### config.mk
export PLATFORM = sky130hd
export DESIGN_NAME = sacc_ctrl
export DESIGN_NICKNAME = d
export VERILOG_FILES = /design/src/core/sacc_sync2.v /design/src/core/sacc_ctrl.v
export VERILOG_INCLUDE_DIRS = /design/src /design/src/core
export SDC_FILE = /design/constraint.sdc
export NUM_CORES = 1
export LEC_CHECK = 0
export BUFFER_PORTS_ARGS = -buffer_cell sky130_fd_sc_hd__buf_2
export CAP_MARGIN = 20
export CORE_MARGIN = 5
export CORE_UTILIZATION = 52
export DETAILED_ROUTE_END_ITERATION = 6
export PLACE_DENSITY = 0.74
export SETUP_SLACK_MARGIN = 0.15
export SKIP_CTS_REPAIR_TIMING = 1
export SYNTH_ARGS = -nofsm -noshare
export SYNTH_HDL_FRONTEND = slang
export SYNTH_SLANG_ARGS = --single-unit
### constraint.sdc
create_clock -name mclk -period 3 [get_ports mclk]
set_clock_uncertainty 0.15 [all_clocks]
set_input_delay 0.15 -clock mclk [delete_from_list [all_inputs] [get_ports mclk]]
set_output_delay 0.15 -clock mclk [all_outputs]
set_load 0.05 [all_outputs]
### src/core/sacc_consts.vh
`ifndef SACC_CONSTS_VH
`define SACC_CONSTS_VH
// ----------------------------------------
// control register fields
// ----------------------------------------
`define SACC_CTRL_W 4
`define SACC_CTRL_RST 4'h0
`define SACC_MODE_BIT 3
`define SACC_SEL_HI 1
`define SACC_SEL_LO 0
`define SACC_SEL_CH0 2'h0
`define SACC_SEL_CH1 2'h1
// ----------------------------------------
// timing in machine cycles
// ----------------------------------------
`define SACC_CONV_CYCLES 62
`define SACC_CMP_CYCLES 8
`define SACC_CNT_W 6
`define SACC_STEP_SPACING 6'h6
`define SACC_FIRST_STEP 6'h3
`define SACC_TOP_TRIAL 10'h200
`define SACC_IDX_TOP 4'h9
`define SACC_IDX_LAST 4'h0
`define SACC_IDX_NONE 4'hF
// ----------------------------------------
// widths and resets
// ----------------------------------------
`define SACC_RES_W 10
`define SACC_CMPV_W 8
`define SACC_NIB_W 4
`define SACC_RES_RST 10'h000
`define SACC_CMPV_RST 8'h00
`endif

### src/core/sacc_sync2.v
`timescale 1ns/1ps
`default_nettype none
// ----------------------------------------
// two-stage level synchroniser
// ----------------------------------------
module sacc_sync2 (
    input wire mclk,
    input wire nrst,
    input wire din,
    output reg dout
);
reg stage1;
always @(posedge mclk or negedge nrst) begin
    if (!nrst) begin
        stage1 <= 1'b0;
        dout <= 1'b0;
    end else begin
        stage1 <= din;
        dout <= stage1;
    end
end
endmodule // sacc_sync2
`default_nettype wire

### src/core/sacc_ctrl.v
// Operation
// - mode bit zero selects conversion
// - mode bit one selects comparator
// - ten-bit result register holds conversions
// - high fetch gives upper eight bits
// - low fetch gives bits, lows zero
// - conversion dac equals result over 1024
// - flag clears on interrupt or skip
// - start begins conversion, result auto stored
// - clear result, set top, compare
// - keep bit if trial below input
// - finish at 62 cycles, set flag
// - compare value loads from B, A
// - comparator value kept across modes
// - compare value accessed only comparator mode
// - comparator dac equals value over 256
// - comparator flag set when input at or below value
// - comparison ends after eight cycles
// - switch may set flag; skip clears
// - select 00 chan zero, 01 one
`timescale 1ns/1ps
`default_nettype none
`include "sacc_consts.vh"
module sacc_ctrl #(
    parameter CONV_CYCLES = `SACC_CONV_CYCLES,
    parameter CMP_CYCLES = `SACC_CMP_CYCLES
) (
    input wire mclk,
    input wire nrst,
    input wire ctrl_we,
    input wire [3:0] ctrl_wdata,
    input wire start_convert_op,
    input wire fetch_result_high_op,
    input wire fetch_result_low_op,
    input wire skip_if_done_op,
    input wire write_compare_value_op,
    input wire read_compare_value_op,
    input wire int_taken,
    input wire [3:0] acc_a,
    input wire [3:0] acc_b,
    input wire cmp_trial_below_input,
    output reg [3:0] converter_control_reg,
    output reg conv_done_flag,
    output reg skip_taken,
    output reg [3:0] acc_a_out,
    output reg [3:0] acc_b_out,
    output reg acc_a_we,
    output reg acc_b_we,
    output reg [9:0] dac_code,
    output reg dac_fine,
    output reg analog_chan_zero,
    output reg analog_chan_one,
    output reg busy
);
// ----------------------------------------
// state
// ----------------------------------------
localparam ST_IDLE = 2'b00;
localparam ST_CONV = 2'b01;
localparam ST_CMP = 2'b10;
reg [1:0] state;
reg [`SACC_CNT_W-1:0] cnt;
reg [9:0] sar_result;
reg [7:0] comparator_value;
reg [3:0] bit_idx;
reg cmp_seen_done;
reg [1:0] next_state;
reg [`SACC_CNT_W-1:0] next_cnt;
reg [3:0] next_bit_idx;
reg [9:0] next_sar;
reg next_busy;
reg next_flag;
reg [3:0] next_acc_a;
reg [3:0] next_acc_b;
reg next_a_we;
reg next_b_we;
reg [9:0] next_dac;
reg next_fine;
wire [`SACC_CNT_W-1:0] step_off;
wire step_due;
wire mode_left_cmp;
wire cmpv_wr_ok;
wire cmpv_rd_ok;
wire sel_ch0;
wire sel_ch1;
wire trial_below;
wire mode_cmp;
wire step_now;
wire cnt_last;
wire set_conv_done;
wire set_cmp_done;
wire clr_flag;
// ----------------------------------------
// comparator input sync
// ----------------------------------------
sacc_sync2 u_sync (
    .mclk(mclk),
    .nrst(nrst),
    .din(cmp_trial_below_input),
    .dout(trial_below)
);
assign mode_cmp = converter_control_reg[`SACC_MODE_BIT];
assign step_due = (cnt >= `SACC_FIRST_STEP);
assign step_off = cnt - `SACC_FIRST_STEP;
assign step_now = (state == ST_CONV) && (bit_idx != `SACC_IDX_NONE) &&
    step_due && ((step_off % `SACC_STEP_SPACING) == {`SACC_CNT_W{1'b0}});
assign cnt_last = (state == ST_CONV) ? (cnt == CONV_CYCLES - 1) :
    (cnt == CMP_CYCLES - 1);
assign set_conv_done = (state == ST_CONV) && cnt_last;
assign set_cmp_done = (state == ST_CMP) && cnt_last && !trial_below;
assign clr_flag = int_taken || skip_if_done_op;
// ----------------------------------------
// control register
// ----------------------------------------
always @(posedge mclk or negedge nrst) begin
    if (!nrst) begin
        converter_control_reg <= `SACC_CTRL_RST;
    end else if (ctrl_we) begin
        converter_control_reg <= ctrl_wdata;
    end
end
// ----------------------------------------
// sequencer
// ----------------------------------------
// start in idle launches run
always @* begin
    next_state = state;
    next_cnt = cnt;
    next_bit_idx = bit_idx;
    next_sar = sar_result;
    next_busy = busy;
    case (state)
        ST_IDLE: begin
            next_cnt = {`SACC_CNT_W{1'b0}};
            if (start_convert_op) begin
                next_busy = 1'b1;
                if (mode_cmp) begin
                    next_state = ST_CMP;
                end else begin
                    next_state = ST_CONV;
                    next_sar = `SACC_TOP_TRIAL;
                    next_bit_idx = `SACC_IDX_TOP;
                end
            end
        end
        ST_CONV, ST_CMP: begin
            next_cnt = cnt + 1'b1;
            if (step_now) begin
                if (!trial_below) begin
                    next_sar[bit_idx] = 1'b0;
                end
                if (bit_idx != `SACC_IDX_LAST) begin
                    next_sar[bit_idx - 1'b1] = 1'b1;
                    next_bit_idx = bit_idx - 1'b1;
                end else begin
                    next_bit_idx = `SACC_IDX_NONE;
                end
            end
            if (cnt_last) begin
                next_state = ST_IDLE;
                next_busy = 1'b0;
                next_bit_idx = `SACC_IDX_NONE;
            end
        end
        default: begin
            next_state = ST_IDLE;
            next_busy = 1'b0;
        end
    endcase
end
// ----------------------------------------
// sequencer registers
// ----------------------------------------
always @(posedge mclk or negedge nrst) begin
    if (!nrst) begin
        state <= ST_IDLE;
        cnt <= {`SACC_CNT_W{1'b0}};
        bit_idx <= `SACC_IDX_NONE;
        sar_result <= `SACC_RES_RST;
        busy <= 1'b0;
    end else begin
        state <= next_state;
        cnt <= next_cnt;
        bit_idx <= next_bit_idx;
        sar_result <= next_sar;
        busy <= next_busy;
    end
end
// ----------------------------------------
// done flag
// ----------------------------------------
// leaving comparator mode seen
assign mode_left_cmp = cmp_seen_done && !mode_cmp;
always @* begin
    next_flag = conv_done_flag;
    if (clr_flag) begin
        next_flag = 1'b0;
    end
    // set wins over clear
    if (set_conv_done || set_cmp_done || mode_left_cmp) begin
        next_flag = 1'b1;
    end
end
always @(posedge mclk or negedge nrst) begin
    if (!nrst) begin
        conv_done_flag <= 1'b0;
        skip_taken <= 1'b0;
        cmp_seen_done <= 1'b0;
    end else begin
        skip_taken <= skip_if_done_op && conv_done_flag;
        cmp_seen_done <= mode_cmp;
        conv_done_flag <= next_flag;
    end
end
// ----------------------------------------
// comparator value and transfers
// ----------------------------------------
// comparator mode only
assign cmpv_wr_ok = write_compare_value_op && mode_cmp;
assign cmpv_rd_ok = read_compare_value_op && mode_cmp;
always @* begin
    next_acc_a = acc_a_out;
    next_acc_b = acc_b_out;
    next_a_we = 1'b0;
    next_b_we = 1'b0;
    if (cmpv_rd_ok) begin
        next_acc_b = comparator_value[7:4];
        next_acc_a = comparator_value[3:0];
        next_a_we = 1'b1;
        next_b_we = 1'b1;
    end else if (fetch_result_high_op) begin
        next_acc_b = sar_result[9:6];
        next_acc_a = sar_result[5:2];
        next_a_we = 1'b1;
        next_b_we = 1'b1;
    end else if (fetch_result_low_op) begin
        next_acc_a = {sar_result[1:0], 2'b00};
        next_a_we = 1'b1;
    end
end
always @(posedge mclk or negedge nrst) begin
    if (!nrst) begin
        comparator_value <= `SACC_CMPV_RST;
    end else if (cmpv_wr_ok) begin
        comparator_value <= {acc_b, acc_a};
    end
end
// ----------------------------------------
// transfer registers
// ----------------------------------------
always @(posedge mclk or negedge nrst) begin
    if (!nrst) begin
        acc_a_out <= 4'h0;
        acc_b_out <= 4'h0;
        acc_a_we <= 1'b0;
        acc_b_we <= 1'b0;
    end else begin
        acc_a_out <= next_acc_a;
        acc_b_out <= next_acc_b;
        acc_a_we <= next_a_we;
        acc_b_we <= next_b_we;
    end
end
// ----------------------------------------
// dac code and input routing
// ----------------------------------------
always @* begin
    if (mode_cmp) begin
        next_dac = {comparator_value, 2'b00};
        next_fine = 1'b0;
    end else begin
        next_dac = sar_result;
        next_fine = 1'b1;
    end
end
assign sel_ch0 = (converter_control_reg[`SACC_SEL_HI:`SACC_SEL_LO] == `SACC_SEL_CH0);
assign sel_ch1 = (converter_control_reg[`SACC_SEL_HI:`SACC_SEL_LO] == `SACC_SEL_CH1);
// ----------------------------------------
// dac registers
// ----------------------------------------
always @(posedge mclk or negedge nrst) begin
    if (!nrst) begin
        dac_code <= `SACC_RES_RST;
        dac_fine <= 1'b0;
        analog_chan_zero <= 1'b0;
        analog_chan_one <= 1'b0;
    end else begin
        dac_code <= next_dac;
        dac_fine <= next_fine;
        analog_chan_zero <= sel_ch0;
        analog_chan_one <= sel_ch1;
    end
end
endmodule // sacc_ctrl
`default_nettype wire

==> impl_metrics.tcl, run 1 <==
set metrics [dict create \
    status "finished, violations left" \
    violations "hold timing" \
    drive_gt1_frac 0.333 \
    r2r_slack_ns 0.007 \
    endpoint_kind "register" \
    slew_violations 0 \
    critPathArrivalTime_ns 3.07 \
    finish.instance_area_mm2 0.00460 \
    p_sw_frac 0.301 \
    cts_sinks 63 \
    layout_commonest_cell "dfrtp_1" \
    grt_pass1_wl_um 13800 \
    ir_drop_v 0.000294 \
    yosys.area_share.simple 0.193 \
    synth_xor_area_frac 0.00955 \
    vias_per_cell 5.90 \
    synth_edf_count 0 \
    synth.distinct_cells 58 \
    switchingPower_w 0.000612 \
    netlist_instances 371 \
    synthMuxAreaShare 0.0799 \
    cts_tree "yes" \
    placed_cell_area_mm2 0.00394 \
    holdPathEnd "converter_control_reg[0]" \
    grt_max_degree 29 \
    min_period_over_period 0.998 \
    ys_seq_area_frac 0.447 \
    synth_top_area_frac 0.417 \
    p_per_area_mw_per_mm2 442 \
    min_from "ctrl_we" \
    p_total_w 0.00203 \
    p_int_w 0.00142 \
    path_max_fanout 7 \
    ys_ff_latch 63 \
    grt_pass1_vias 2997 \
    timing.rr.end "sar_result[5]" \
    reg2reg_depth 14 \
    synth_top_family_by_area "simple AND/OR/NAND/NOR gates" \
    synth_fa_ha_area_frac 0.0424 \
    dp.cells 496 \
    cts_buffers 9 \
    ys_warn_count 0 \
    regArea_mm2 0.00159 \
    clk_latency_ns 0.33 \
    num_antenna_cells 0 \
    syn_area_mm2 0.00354 \
    worstPathRequired_ns 3.07 \
    syn-num-nets 406 \
    final_cells 542 \
    dr.pass1.iters 5 \
    cts.htree.levels 3 \
    die_h_um 92.5 \
    areaGrowthSynthToFinish_pct 29.9 \
    multi_input_comb_area_mm2 0.00197 \
    clk_path_buf_depth 2 \
    clk_root_buffer_cell "clkbuf_8" \
    synth_compound_area_frac 0.175 \
    tightest_slew_ns 0.600 \
    avgSynthCellArea_um2 9.54 \
    hpwl_um 5920 \
    drc 0 \
    reg2reg_from "cnt[1]" \
    synthFlopType "dfrtp_1" \
    fin_nets 492 \
    fillers 521 \
    core_area_mm2 0.00672 \
    yosys.area.top_type "dfrtp_1" \
    reg_top3 "dac_code: 10 flops, sar_result: 10 flops, comparator_value: 8 flops" \
    period_minus_slack_ns 2.99 \
    rows 30 \
    synthTopCellsByArea "dfrtp_1, mux2_2, nand2_1" \
    hp-class "primary input to register" \
    finalSetupViolCount 0 \
    fp.dieW_um 92.5 \
    timing.slew.headroom 0.590 \
    initial_core_util 0.527 \
    clkTransAtPathRegs_ns 0.07 \
    wirelength_um 9080 \
    fmax_mhz 334 \
    worstSetupPathType "register to register" \
    vias 3200 \
    gr-total-overflow 0 \
    port_buffers 52 \
    first_iter_violations 244 \
    postRouteAntennaNets 0 \
    ys_async_sr_fraction 1.00 \
    worst_hold_slack_ns -0.0110 \
    place_congestion 0.923 \
    hold_viol_final 4 \
    rsz0062_at_grt "true" \
    pwr-share-seq 0.476 \
    p_leak_nw 2.08 \
    p_comb_frac 0.184 \
    p_clk_frac 0.341 \
    final_cell_mix "dfrtp_1, buf_2, nand2_1" \
    dieArea_mm2 0.00855 \
    cp-start-kind "register" \
    min_path_cells 2 \
    grt_usage 0.199 \
    wl_per_cell_um 16.8 \
    io_pins 53 \
    antenna_found_initial 0 \
    max_cap_violations 0 \
]
per-layer routing:
layer	vias to the layer above	track usage	part of all wire
li1	1513	-	-
met1	1551	0.244	0.41
met2	117	0.344	0.52
met3	19	0.0439	0.054
met4	0	0.0668	0.018
met5	-	0	0
stage by stage:
stage	util	hold WS, ns	setup TNS [ns]	setup slack, ns
CTS	0.615	-0.372	0	0.0473
floorplan	-	-0.296	0	0.140
global route	0.684	0.00688	-0.330	-0.0915
global placement	0.587	0.00134	0	0.125
detailed placement	0.587	-0.00513	0	0.0630
finish	0.684	-0.0110	0	0.00728
worst max-delay path: stages, from the launching register on:
cell and delay [ns]:
dfrtp_2 0.45, nand2_4 0.09, nor2_4 0.16, nand2_1 0.07
o211ai_1 0.23, o21ai_1 0.12, o21ai_1 0.14, ha_2 0.28
nor2_1 0.08, nand2_1 0.10, nor4_4 0.24, a31o_2 0.29
buf_4 0.13, nand4b_1 0.09, a32o_1 0.26
cells by family (layout without fill, tap and decap cells):
logic type               after synthesis  in the layout
AO/OA/AOI/OAI                         93             94
XOR/XNOR                               3              3
adder cells (fa/ha/maj)               12             12
buffers and inverters                 40            130
flip-flops                            63             63
multiplexers                          26             26
AND/OR/NAND/NOR                      134            134
worst max-delay path by stage:
| stage | from | slack, ns | depth (start not counted) | end |
|---|---|---|---|---|
| 2_1_floorplan | cnt[1] | 0.14 | 13 | sar_result[9] |
| 3_3_place_gp | cnt[0] | 0.13 | 11 | sar_result[1] |
| 3_5_place_dp | cnt[1] | 0.06 | 11 | sar_result[1] |
| 4_1_cts | cnt[1] | 0.05 | 11 | sar_result[1] |
| 5_1_grt | cnt[1] | -0.09 | 14 | sar_result[5] |
| 6_report | cnt[1] | 0.007 | 14 | sar_result[5] |
cell type report:
cell class,instances,area share
Multi-Input combinational cell,269,0.429
Sequential cell,63,0.345
Timing Repair Buffer,99,0.151
Clock buffer,10,0.0278
Tap cell,80,0.0218
Clock inverter,6,0.0133
Inverter,15,0.0128
synth_stat cells (all sizes together) (2+ instances only):
master and number:
a211oi 3, a21boi 2, a21o 3, a21oi 17, a221o 2, a221oi 4, a22oi 2, a311oi 2
a31o 3, a31oi 5, a32o 3, a41o 2, and2 7, and3 4, and4 5, and4b 2
buf 11, clkbuf 14, dfrtp 59, dfstp 4, ha 12, inv 15, mux2 18, mux2i 8
nand2 46, nand2b 5, nand3 10, nor2 26, nor2b 6, nor3 10, nor3b 3, nor4b 2
nor4bb 2, o211ai 4, o21ai 27, o22ai 2, o31a 2, o31ai 3, xor2 2
power by group through the flow:
| stage | logic [W] | clock network, W | registers (W) |
|---|---|---|---|
| finish | 0.000374 | 0.000693 | 0.000967 |
| global route | 0.000397 | 0.000748 | 0.000974 |
| floorplan | 0.0000876 | 0 | 0.00114 |
| CTS | 0.000355 | 0.000707 | 0.000966 |
| detailed placement | 0.000354 | 0 | 0.000981 |
| global placement | 0.000349 | 0 | 0.000979 |
Power figures use the tool's default switching activity.
==> run 2, diff against run 1 <==
--- a/config.mk
+++ b/config.mk
@@ -9,9 +9,9 @@
 export BUFFER_PORTS_ARGS = -buffer_cell sky130_fd_sc_hd__buf_2
 export CAP_MARGIN = 20
 export CORE_MARGIN = 5
-export CORE_UTILIZATION = 52
+export CORE_UTILIZATION = 40
 export DETAILED_ROUTE_END_ITERATION = 6
-export PLACE_DENSITY = 0.74
+export PLACE_DENSITY = 0.59
 export SETUP_SLACK_MARGIN = 0.15
 export SKIP_CTS_REPAIR_TIMING = 1
 export SYNTH_ARGS = -nofsm -noshare
==> run 2 against run 1 <==
Effect of this change: the run now ends clean; final area shrank 0.63%; via count shrank 4.1%; global-route usage shrank 4.3 points; total power grew 1.7%; sequential cell count is the same; sequential power is essentially flat; first-iteration DRC count shrank 49%; hold slack gained 0.037 ns; maximum frequency grew 2.2%; critical endpoint is now sar_result[1].
==> impl_metrics.tcl, run 2 (synthesis results as in run 1) <==
set metrics [dict create \
    finalSetupViolCount 0 \
    p_total_w 0.00207 \
    grt_usage 0.156 \
    critPathArrivalTime_ns 3.01 \
    io_pins 53 \
    port_buffers 52 \
    fp.dieW_um 104 \
    vias_per_cell 5.35 \
    min_period_over_period 0.976 \
    max_cap_violations 0 \
    num_antenna_cells 0 \
    pwr-share-seq 0.467 \
    clk_latency_ns 0.34 \
    endpoint_kind "register" \
    dieArea_mm2 0.0108 \
    hp-class "primary input to register" \
    cts_tree "yes" \
    reg_top3 "dac_code: 10 flops, sar_result: 10 flops, comparator_value: 8 flops" \
    p_leak_nw 2.07 \
    cts_sinks 63 \
    rsz0062_at_grt "true" \
    p_sw_frac 0.309 \
    vias 3069 \
    areaGrowthSynthToFinish_pct 29.1 \
    final_cell_mix "dfrtp_1, buf_2, nand2_1" \
    dpl_worst_slack_ns 0.0769 \
    grtUsageMet2 0.268 \
    switchingPower_w 0.000639 \
    p_int_w 0.00143 \
    drc 0 \
    gr-total-overflow 0 \
    cp-start-kind "register" \
    slew_violations 0 \
    worst_hold_slack_ns 0.0256 \
    core_area_mm2 0.00868 \
    cts.htree.levels 3 \
    worstPathRequired_ns 3.08 \
    grt_pass1_wl_um 14100 \
    place_congestion 0.896 \
    p_clk_frac 0.352 \
    status "finished clean" \
    layout_commonest_cell "dfrtp_1" \
    drive_gt1_frac 0.307 \
    p_comb_frac 0.182 \
    path_max_fanout 7 \
    dr.pass1.iters 4 \
    die_h_um 104 \
    grt_use_met1 0.187 \
    worstSetupPathType "register to register" \
    first_iter_violations 125 \
    finalSetupTns_ns 0 \
    clk_path_buf_depth 2 \
    antenna_found_initial 0 \
    wl_per_cell_um 15.1 \
    met3_usage 0.0472 \
    clkTransAtPathRegs_ns 0.07 \
    hpwl_um 6090 \
    grt_pass1_vias 2978 \
    timing.slew.headroom 0.471 \
    postRouteAntennaNets 0 \
    tightest_slew_ns 0.794 \
    hold_viol_final 0 \
    ir_drop_v 0.000321 \
    p_per_area_mw_per_mm2 453 \
    grt_max_degree 64 \
    clk_root_buffer_cell "clkbuf_8" \
    cts_buffers 9 \
    wirelength_um 8680 \
    initial_core_util 0.408 \
    fin_nets 496 \
    rows 34 \
    grt-busiest-layer "met2" \
    period_minus_slack_ns 2.93 \
    fmax_mhz 342 \
    setup_slack_ns 0.0730 \
]
run 2: power groups by stage:
stage,clock (W),sequential (W),combinational [W]
final,0.000727,0.000965,0.000376
after global routing,0.000796,0.000974,0.000401
after CTS,0.000753,0.000966,0.000355
after detailed placement,0,0.000982,0.000354
after floorplan,0,0.00114,0.0000876
after global placement,0,0.000979,0.000350
run 2: per-layer routing:
layer | vias to the layer above | wire length (um)
li1 | 1523 | -
met1 | 1474 | 3750
met2 | 59 | 4450
met3 | 13 | 347
met4 | 0 | 138
met5 | - | 0
run 2: final cells by class:
class	count	area, um2
clock buffers	9	124
clock inverters	7	72.6
fillers	815	4110
flip-flops and latches	63	1590
inverters	15	56.3
well taps	108	135
repair buffers	103	721
multi-input cells	269	1870
run 2: critical path: stages (launching register included):
cell and delay (ns):
dfrtp_2 0.46, ha_4 0.21, inv_2 0.07, nor3_1 0.05
o311ai_1 0.25, o21ai_1 0.13, ha_2 0.20, or4_4 0.53
a31o_4 0.30, and3_1 0.20, a32o_1 0.25
run 2: final timing paths:
check,to,start,cells past startpoint,slack [ns]
worst max-delay path,sar_result[1],cnt[1],10,0.07
worst min-delay path,conv_done_flag,int_taken,4,0.03
worst max register to register,sar_result[1],cnt[1],10,0.07
worst min register to register,u_sync.dout,u_sync.stage1,0,0.20
max in group asynchronous,cnt[2],nrst,3,1.76
min in group asynchronous,dac_code[1],nrst,3,0.35
run 2: per-stage QoR:
step,area (um2),instances,utilization
after floorplan,3600,371,-
after global placement,4020,530,0.464
after detailed placement,4020,530,0.464
after CTS,4220,546,0.486
after global routing,4570,574,0.526
final,4570,574,0.526
